==> config.mk <==
export PLATFORM = sky130hd
export DESIGN_NAME = eda_top
export DESIGN_NICKNAME = d
export VERILOG_FILES = /design/src/eda_array.v /design/src/eda_top.v
export VERILOG_INCLUDE_DIRS = /design/src
export SDC_FILE = /design/constraint.sdc
export NUM_CORES = 2
export LEC_CHECK = 0
export ABC_AREA = 0
export BUFFER_PORTS_ARGS = -buffer_cell sky130_fd_sc_hd__buf_2
export CAP_MARGIN = 20
export CORE_MARGIN = 2
export CORE_UTILIZATION = 50
export CTS_BUF_LIST = sky130_fd_sc_hd__clkbuf_16
export DETAILED_ROUTE_END_ITERATION = 6
export PLACE_DENSITY = 0.76
export SKIP_CTS_REPAIR_TIMING = 1
export SLEW_MARGIN = 15
export SYNTH_ARGS = -nofsm -noshare
export SYNTH_HDL_FRONTEND = slang
export SYNTH_SLANG_ARGS = --single-unit
==> constraint.sdc <==
create_clock -name CLK -period 6.4 [get_ports CLK]
set_input_delay 1.28 -clock CLK [delete_from_list [all_inputs] [get_ports CLK]]
set_output_delay 1.28 -clock CLK [all_outputs]
set_load 0.02 [all_outputs]
==> src/eda_regs.vh <==
/*
  Register map, field positions, reset values and timing counts of the
  data nonvolatile access controller. Assumes a 250 MHz core clock.
*/
`ifndef EDA_REGS_VH
`define EDA_REGS_VH

// Byte offsets on the AXI4-Lite bus
`define EDA_OFS_ADDR    8'h00
`define EDA_OFS_DATA    8'h04
`define EDA_OFS_CTRL    8'h08
`define EDA_OFS_KEY     8'h0C
`define EDA_OFS_STAT    8'h10
`define EDA_OFS_MASK    8'h14

// Control register fields
`define EDA_CTRL_RD     0
`define EDA_CTRL_WR     1
`define EDA_CTRL_ARM    2
`define EDA_CTRL_PSEL   7

// Status and mask field
`define EDA_STAT_DONE   0

// Unlock key values
`define EDA_KEY_FIRST   8'h55
`define EDA_KEY_SECOND  8'hAA

// Reset values
`define EDA_RST_ADDR    8'h00
`define EDA_RST_DATA    8'h00
`define EDA_RST_MASK    1'h0

// Array geometry
`define EDA_ADDR_W      8
`define EDA_MEM_DEPTH   256

// Timing: clock rate and array write time
`define EDA_CLK_MHZ     250
`define EDA_WRITE_TIME_NS 2000
`define EDA_WRITE_CYCLES ((`EDA_WRITE_TIME_NS * `EDA_CLK_MHZ + 999) / 1000)

// AXI responses
`define EDA_RESP_OKAY   2'h0
`define EDA_RESP_SLVERR 2'h2

`endif

==> src/eda_array.v <==
/*
  Byte-wide data array with one write port and one registered read port.
  Assumes the caller never reads and writes in the same cycle.
*/
`timescale 1ns/1ps
`default_nettype none
`include "eda_regs.vh"

module eda_array (
  input  wire                   clk,
  input  wire                   ce,
  input  wire                   we,
  input  wire [`EDA_ADDR_W-1:0] waddr,
  input  wire [7:0]             wdata,
  input  wire                   re,
  input  wire [`EDA_ADDR_W-1:0] raddr,
  output reg  [7:0]             rdata
);

  reg [7:0] mem [0:`EDA_MEM_DEPTH-1];

  // Array contents survive reset, as a nonvolatile store should
  always @(posedge clk) begin
    if (ce && we) begin
      mem[waddr] <= wdata;
    end
  end

  // Registered read data, held until the next read
  always @(posedge clk) begin
    if (ce && re) begin
      rdata <= mem[raddr];
    end
  end

endmodule
`default_nettype wire

==> src/eda_top.v <==
/*
  Data nonvolatile access controller: address, data, control and unlock
  key registers on an AXI4-Lite slave, armed and unlocked array writes,
  register-triggered reads, busy status and a completion interrupt.
  Assumes one clock, synchronous active-high reset, and a master that keeps
  at most one write and one read outstanding.
*/
// Design decisions made here: the AXI4-Lite interface to the registers and the placing of the registers.
`timescale 1ns/1ps
`default_nettype none
`include "eda_regs.vh"

module eda_top #(
  parameter WRITE_CYCLES = `EDA_WRITE_CYCLES
) (
  input  wire        CLK,
  input  wire        RST,
  input  wire        CE,
  input  wire [7:0]  S_AXI_AWADDR,
  input  wire        S_AXI_AWVALID,
  output wire        S_AXI_AWREADY,
  input  wire [31:0] S_AXI_WDATA,
  input  wire [3:0]  S_AXI_WSTRB,
  input  wire        S_AXI_WVALID,
  output wire        S_AXI_WREADY,
  output reg  [1:0]  S_AXI_BRESP,
  output reg         S_AXI_BVALID,
  input  wire        S_AXI_BREADY,
  input  wire [7:0]  S_AXI_ARADDR,
  input  wire        S_AXI_ARVALID,
  output wire        S_AXI_ARREADY,
  output reg  [31:0] S_AXI_RDATA,
  output reg  [1:0]  S_AXI_RRESP,
  output reg         S_AXI_RVALID,
  input  wire        S_AXI_RREADY,
  output wire        IRQ
);

  localparam ST_IDLE = 3'b001;
  localparam ST_KEY1 = 3'b010;
  localparam ST_KEY2 = 3'b100;
  // Counter is 16 bits wide; the end point is cut to that width on purpose
  localparam integer WR_LAST_I = WRITE_CYCLES - 1;
  localparam [15:0]  WR_LAST   = WR_LAST_I[15:0];

  // Bus capture
  reg [7:0]  aw_addr;
  reg        aw_held;
  reg [31:0] w_data;
  reg [3:0]  w_strb;
  reg        w_held;

  // Block state
  reg [`EDA_ADDR_W-1:0] nvm_address_reg;
  reg [7:0]             data_latch;
  reg                   show_array;
  reg                   program_arm;
  reg                   program_space_select;
  reg                   busy;
  reg [15:0]            wr_count;
  reg [`EDA_ADDR_W-1:0] wr_addr;
  reg [7:0]             wr_byte;
  reg [2:0]             key_state;
  reg                   program_done_flag;
  reg                   done_mask;
  reg                   rd_pending;
  wire [7:0]            array_q;

  // Address decode shared by both bus directions
  function mapped;
    input [7:0] a;
    begin
      case (a)
        `EDA_OFS_ADDR, `EDA_OFS_DATA, `EDA_OFS_CTRL,
        `EDA_OFS_KEY, `EDA_OFS_STAT, `EDA_OFS_MASK: mapped = 1'b1;
        default: mapped = 1'b0;
      endcase
    end
  endfunction

  // Channels accept independently; nothing moves while CE is low
  assign S_AXI_AWREADY = CE & ~aw_held & ~S_AXI_BVALID;
  assign S_AXI_WREADY  = CE & ~w_held & ~S_AXI_BVALID;
  assign S_AXI_ARREADY = CE & ~S_AXI_RVALID;

  wire       do_wr  = CE & aw_held & w_held & ~S_AXI_BVALID;
  wire       byte_w = do_wr & w_strb[0];
  wire [7:0] wb     = w_data[7:0];
  wire       do_rd  = S_AXI_ARVALID & S_AXI_ARREADY;
  // Low address bits ignored on reads as on writes
  wire [7:0] ar_word = {S_AXI_ARADDR[7:2], 2'b00};

  wire wr_addr_reg = byte_w && aw_addr == `EDA_OFS_ADDR;
  wire wr_data_reg = byte_w && aw_addr == `EDA_OFS_DATA;
  wire wr_ctrl     = byte_w && aw_addr == `EDA_OFS_CTRL;
  wire wr_key      = byte_w && aw_addr == `EDA_OFS_KEY;
  wire wr_mask     = byte_w && aw_addr == `EDA_OFS_MASK;
  wire rd_stat     = do_rd && ar_word == `EDA_OFS_STAT;

  // Read start: data space chosen by the value being written
  wire start_rd = wr_ctrl & wb[`EDA_CTRL_RD] & ~wb[`EDA_CTRL_PSEL] & ~busy;
  // Arm must already be stored; the incoming arm bit does not count
  wire start_wr = wr_ctrl & wb[`EDA_CTRL_WR] & ~wb[`EDA_CTRL_PSEL]
                & program_arm
                & (key_state == ST_KEY2)
                & ~busy;
  wire wr_done  = CE & busy & (wr_count == WR_LAST);

  wire [7:0] data_view = show_array ? array_q : data_latch;

  // Write address and data capture
  always @(posedge CLK) begin
    if (RST) begin
      aw_held <= 1'b0;
      w_held  <= 1'b0;
      aw_addr <= 8'h00;
      w_data  <= 32'h00000000;
      w_strb  <= 4'h0;
    end else if (CE) begin
      if (S_AXI_AWVALID && S_AXI_AWREADY) begin
        aw_held <= 1'b1;
        aw_addr <= {S_AXI_AWADDR[7:2], 2'b00};
      end else if (do_wr) begin
        aw_held <= 1'b0;
      end
      if (S_AXI_WVALID && S_AXI_WREADY) begin
        w_held <= 1'b1;
        w_data <= S_AXI_WDATA;
        w_strb <= S_AXI_WSTRB;
      end else if (do_wr) begin
        w_held <= 1'b0;
      end
    end
  end

  // Write response; unmapped offsets answer with an error
  always @(posedge CLK) begin
    if (RST) begin
      S_AXI_BVALID <= 1'b0;
      S_AXI_BRESP  <= `EDA_RESP_OKAY;
    end else if (CE) begin
      if (do_wr) begin
        S_AXI_BVALID <= 1'b1;
        S_AXI_BRESP  <= mapped(aw_addr) ? `EDA_RESP_OKAY : `EDA_RESP_SLVERR;
      end else if (S_AXI_BREADY) begin
        S_AXI_BVALID <= 1'b0;
      end
    end
  end

  // Read data; trigger bit reflects a running write
  always @(posedge CLK) begin
    if (RST) begin
      S_AXI_RVALID <= 1'b0;
      S_AXI_RRESP  <= `EDA_RESP_OKAY;
      S_AXI_RDATA  <= 32'h00000000;
    end else if (CE) begin
      if (do_rd) begin
        S_AXI_RVALID <= 1'b1;
        S_AXI_RRESP  <= mapped(ar_word) ? `EDA_RESP_OKAY : `EDA_RESP_SLVERR;
        case (ar_word)
          `EDA_OFS_ADDR: S_AXI_RDATA <= {24'h000000, nvm_address_reg};
          `EDA_OFS_DATA: S_AXI_RDATA <= {24'h000000, data_view};
          `EDA_OFS_CTRL: S_AXI_RDATA <= {24'h000000, program_space_select, 4'h0,
                                         program_arm, busy, rd_pending};
          `EDA_OFS_STAT: S_AXI_RDATA <= {31'h00000000, program_done_flag};
          `EDA_OFS_MASK: S_AXI_RDATA <= {31'h00000000, done_mask};
          default:       S_AXI_RDATA <= 32'h00000000;
        endcase
      end else if (S_AXI_RREADY) begin
        S_AXI_RVALID <= 1'b0;
      end
    end
  end

  // Unlock sequencer: any other register write drops the unlock
  always @(posedge CLK) begin
    if (RST) begin
      key_state <= ST_IDLE;
    end else if (CE && do_wr) begin
      case (key_state)
        ST_IDLE: key_state <= (wr_key && wb == `EDA_KEY_FIRST) ? ST_KEY1 : ST_IDLE;
        ST_KEY1: begin
          if (wr_key && wb == `EDA_KEY_SECOND) begin
            key_state <= ST_KEY2;
          end else if (wr_key && wb == `EDA_KEY_FIRST) begin
            key_state <= ST_KEY1;
          end else begin
            key_state <= ST_IDLE;
          end
        end
        // Unlock is spent by the very next write, triggered or not
        ST_KEY2: key_state <= (wr_key && wb == `EDA_KEY_FIRST) ? ST_KEY1 : ST_IDLE;
        default: key_state <= ST_IDLE;
      endcase
    end
  end

  // Address, data and control registers
  always @(posedge CLK) begin
    if (RST) begin
      nvm_address_reg      <= `EDA_RST_ADDR;
      data_latch           <= `EDA_RST_DATA;
      show_array           <= 1'b0;
      program_arm          <= 1'b0;
      program_space_select <= 1'b0;
      rd_pending           <= 1'b0;
      done_mask            <= `EDA_RST_MASK;
    end else if (CE) begin
      rd_pending <= start_rd;
      if (wr_addr_reg) begin
        nvm_address_reg <= wb[`EDA_ADDR_W-1:0];
      end
      // Array output shown until firmware overwrites it
      if (start_rd) begin
        show_array <= 1'b1;
      end else if (wr_data_reg) begin
        show_array <= 1'b0;
        data_latch <= wb;
      end
      // Arm may drop at any time; a running write ignores it
      if (wr_ctrl) begin
        program_arm          <= wb[`EDA_CTRL_ARM];
        program_space_select <= wb[`EDA_CTRL_PSEL];
      end
      if (wr_mask) begin
        done_mask <= wb[`EDA_STAT_DONE];
      end
    end
  end

  // Write cycle timer, address and byte captured at start
  always @(posedge CLK) begin
    if (RST) begin
      busy     <= 1'b0;
      wr_count <= 16'h0000;
      wr_addr  <= `EDA_RST_ADDR;
      wr_byte  <= `EDA_RST_DATA;
    end else if (CE) begin
      if (start_wr) begin
        busy     <= 1'b1;
        wr_count <= 16'h0000;
        wr_addr  <= nvm_address_reg;
        wr_byte  <= data_view;
      end else if (wr_done) begin
        busy <= 1'b0;
      end else if (busy) begin
        wr_count <= wr_count + 16'h0001;
      end
    end
  end

  // Done flag: a completion in the clearing read's cycle still sets it
  always @(posedge CLK) begin
    if (RST) begin
      program_done_flag <= 1'b0;
    end else if (CE) begin
      if (wr_done) begin
        program_done_flag <= 1'b1;
      end else if (rd_stat) begin
        program_done_flag <= 1'b0;
      end
    end
  end

  assign IRQ = program_done_flag & done_mask;

  // Array commits the byte at the end of the timed cycle
  eda_array u_array (
    .clk   (CLK),
    .ce    (CE),
    .we    (wr_done),
    .waddr (wr_addr),
    .wdata (wr_byte),
    .re    (start_rd),
    .raddr (nvm_address_reg),
    .rdata (array_q)
  );

endmodule
`default_nettype wire

==> summary.md <==
| Metric | Value |
|---|---|
| Top_reg_cell synth | edfxtp_1 |
| Internal Power | 21.30 mW |
| Min cycle time layout | 4458 ps |
| Rows | 149 |
| Clock skew | ~28 ps |
| Net Switching | just over 5 mW |
| Fin. max-slew vios | 0 |
| Clk network pwr share | 0.424 |
| Compound-Gate Fraction of Synth Area | 0.04203 |
| Number of H-tree levels | 4 |
| Most common cell after layout, fill and taps aside | edfxtp_1 |
| Root Buffer Master | clkbuf_16 |
| Clk Latency, worst-skew pair | 840 ps |
| Worst min-delay path class | reg -> reg |
| Starting Density | 0.5037 |
| Sequential share of the synthesized area | 0.7630 |
| First-pass GRT wire length | 283.6 mm |
| Worst Path Arrival | 4960 ps |
| Maximum VDD drop | 0.2416 mV |
| Net Sw Frac | 0.1925 |
| Max cap viols | 0 |
| Dpl hpwl | 113.8 mm |
| Least-Margin Pin Slew | 1141 ps |
| Die H | 411.9 um |
| Endpoints failing setup | 0 |
| Total global routing overflow | 0 |
| Non-Filler Instances | 6,620 |
| XOR/XNOR share of the synthesized area | 0.001263 |
| CTS tree | built |
| Max Fclk | between 200 and 250 MHz |
| DRT antenna net count | 0 |
| Crit-path max cell delay | 970 ps |
| Share of flip-flops with an asynchronous set or reset | 0 |
| Layout cells sized above 1 | 0.2032 |
| Total track usage | 0.2292 |
| Fin nets | 4,333 |
| Crit path capture type | flip-flop |
| Placer congestion estimate | 0.9271 |
| Via count | 42,820 |
| Core ar. | about 170,000 um2 |
| Yosys top cell area share | 0.7421 |
| Horiz. Die Dim | ~410 um |
| Post-synth EDFFs | 2,056 |
| Area Overhead vs Synth | 10.57% |
| Req. time, crit path | 6900 ps |
| Sink Count | 2,143 |
| Synth cell types | 74 |
| Adder-cell share of the synthesized area | 0.0001504 |
| Die footprint | 169,700 um2 |
| Detailed Routing Iterations Pass 1 | 6 |
| Fraction of the cycle the final worst path needs | 0.6965 |
| Largest net degree at the start of global routing | 242 |
| Routed wire length | ~200 mm |
| Max reg flops | 2,048 |
| Slowest CP cell | dfxtp_4 |
| Routed len/inst | 29.65 um |
| Largest family of logic cells by synthesized area | multiplexers |
| Worst-path clk slew | 60 ps |
| Mapped Cells | 4,195 |
| Combinational power share | 0.003 |
| Cells after DPL | 6,268 |
| Rel. slew slack | 0.2373 |
| CP max FO | 47 |
| Highest-count cells in the layout ignoring fill and taps | edfxtp_1, mux4_2, nor2_1 |
| Yosys reg bits | approximately 2,100 |
| Post-route setup TNS | 0 ps |
| Final Hold Vio Count | 0 |
| Ys Warns | 0 |
| Power per cell area | 286.8 nW/um2 |
| Largest cells by area after synthesis | edfxtp_1, mux4_2, mux2i_1 |
| Antenna violations before repair | 3 |
| Status | finished clean |
| IO Pins | between 100 and 150 |
| DRC viols | 0 |
| Unrepaired setup endpoints after global routing | no |
| Iteration-0 DRC Markers | 6,614 |
| Setup CP Type | reg -> reg |
| Post-Syn Area | 83,200 um2 |
| Largest area contributor in the netlist | edfxtp_1 |
| Biggest regs | u_array.mem (2048), wr_count (16) |
| Cts bufs inserted | 189 |
| Flop pwr share | 0.574 |
| Most flops, register | u_array.mem |
| Via/cell ratio | 6.469 |
| Fillers | 11,800 |
| Worst path cell trace | buf_4 > mux4_2 > a22o_1 > a221oi_1 > o22ai_1 > nor3_1 > a211oi_1 |
| Clk buf depth | 3 |
| CP startpoint kind | flip-flop |
| Synth Area per Inst | just under 20 um2 |
| Lkg Pwr | 32.50 nW |
| I/O Buffers | 44 |
| Post-synthesis mux area share | 0.1411 |
| Vias in the first global route | 41,830 |
| Simple-Gate Fraction of Synth Area | 0.03427 |
## final timing paths
path | startpoint | to | slack, ps | cells past startpoint
worst max register to register | nvm_address_reg[1]$_SDFFE_PP0P_ | u_array.rdata[0]$_DFFE_PP_ | 1940 | 7
worst min-delay path | S_AXI_RVALID$_SDFFE_PP0P_ | S_AXI_RVALID$_SDFFE_PP0P_ | 470 | 2
worst min register to register | S_AXI_RVALID$_SDFFE_PP0P_ | S_AXI_RVALID$_SDFFE_PP0P_ | 470 | 2
worst max-delay path | nvm_address_reg[1]$_SDFFE_PP0P_ | u_array.rdata[0]$_DFFE_PP_ | 1940 | 7
## power groups by stage
stage	combinational, mW	clock, mW	sequential (mW)
3_5_place_dp	0.0656	0	15.4
2_1_floorplan	0.0580	0	15.4
6_report	0.0662	11.2	15.1
4_1_cts	0.0660	11.2	15.1
5_1_grt	0.0732	11.7	15.1
3_3_place_gp	0.0646	0	15.4
## area by class of cell
cell class,count,area [um2],area share
Clock inverter,155,1245,0.01353
Timing Repair Buffer,139,1222,0.01329
Clock buffer,194,4855,0.05277
Multi-Input combinational cell,1790,18370,0.1997
Antenna cell,1,2.502,0.00002720
Tap cell,2189,2739,0.02977
Inverter,9,33.78,0.0003672
Sequential cell,2143,63520,0.6905
## through the flow
| step | cell area, um2 | hold slack [ps] | utilization | setup slack [ps] | power, mW |
|---|---|---|---|---|---|
| after floorplan | 83290 | 450.4 | - | 2147 | 15.49 |
| after global placement | 85770 | 463.0 | 0.5193 | 1610 | 15.50 |
| after detailed placement | 85830 | 464.8 | 0.5196 | 1570 | 15.50 |
| after CTS | 91930 | 475.5 | 0.5566 | 2084 | 26.44 |
| after global routing | 91990 | 504.2 | 0.5569 | 1916 | 26.94 |
| final | 91990 | 473.3 | 0.5569 | 1942 | 26.38 |
## Yosys cell counts (all sizes together), types with 9 or more instances
| cell | n |
|---|---|
| nand3 | 32 |
| and2 | 9 |
| o221ai | 32 |
| edfxtp | 2056 |
| a22o | 48 |
| clkbuf | 120 |
| a22oi | 114 |
| nor4 | 14 |
| mux4 | 437 |
| buf | 157 |
| a21oi | 107 |
| a221oi | 44 |
| nor2b | 15 |
| nor2 | 356 |
| dfxtp | 87 |
| nand2 | 83 |
| nand2b | 12 |
| o22ai | 38 |
| a211oi | 23 |
| mux2i | 186 |
| nor3 | 43 |
| o21ai | 47 |
## critical path, delay by kind of cell, from the launching register on
kind	cells	cell delay, ps
AOI/OAI and AO/OA	4	1420
DFF	1	970
and+or+nand+nor	1	820
buffers and inverters	1	470
muxes	1	370
## layer usage
| metal | vias up | GRT usage | share of wire |
|---|---|---|---|
| met3 | 452 | 0.04684 | 0.11 |
| met5 | - | 0 | 0.00024 |
| met1 | 22070 | 0.3187 | 0.38 |
| met4 | 6 | 0.09112 | 0.041 |
| li1 | 17420 | - | - |
| met2 | 2881 | 0.3587 | 0.48 |
## logic make-up after synthesis
logic type,Yosys count
adder cells (fa/ha/maj),1
multiplexers,626
flip-flops,2143
buffers and inverters,287
AO/OA/AOI/OAI,497
XOR/XNOR,12
AND/OR/NAND/NOR,628
other,1
No activity file was read; power rests on OpenSTA's default activity.
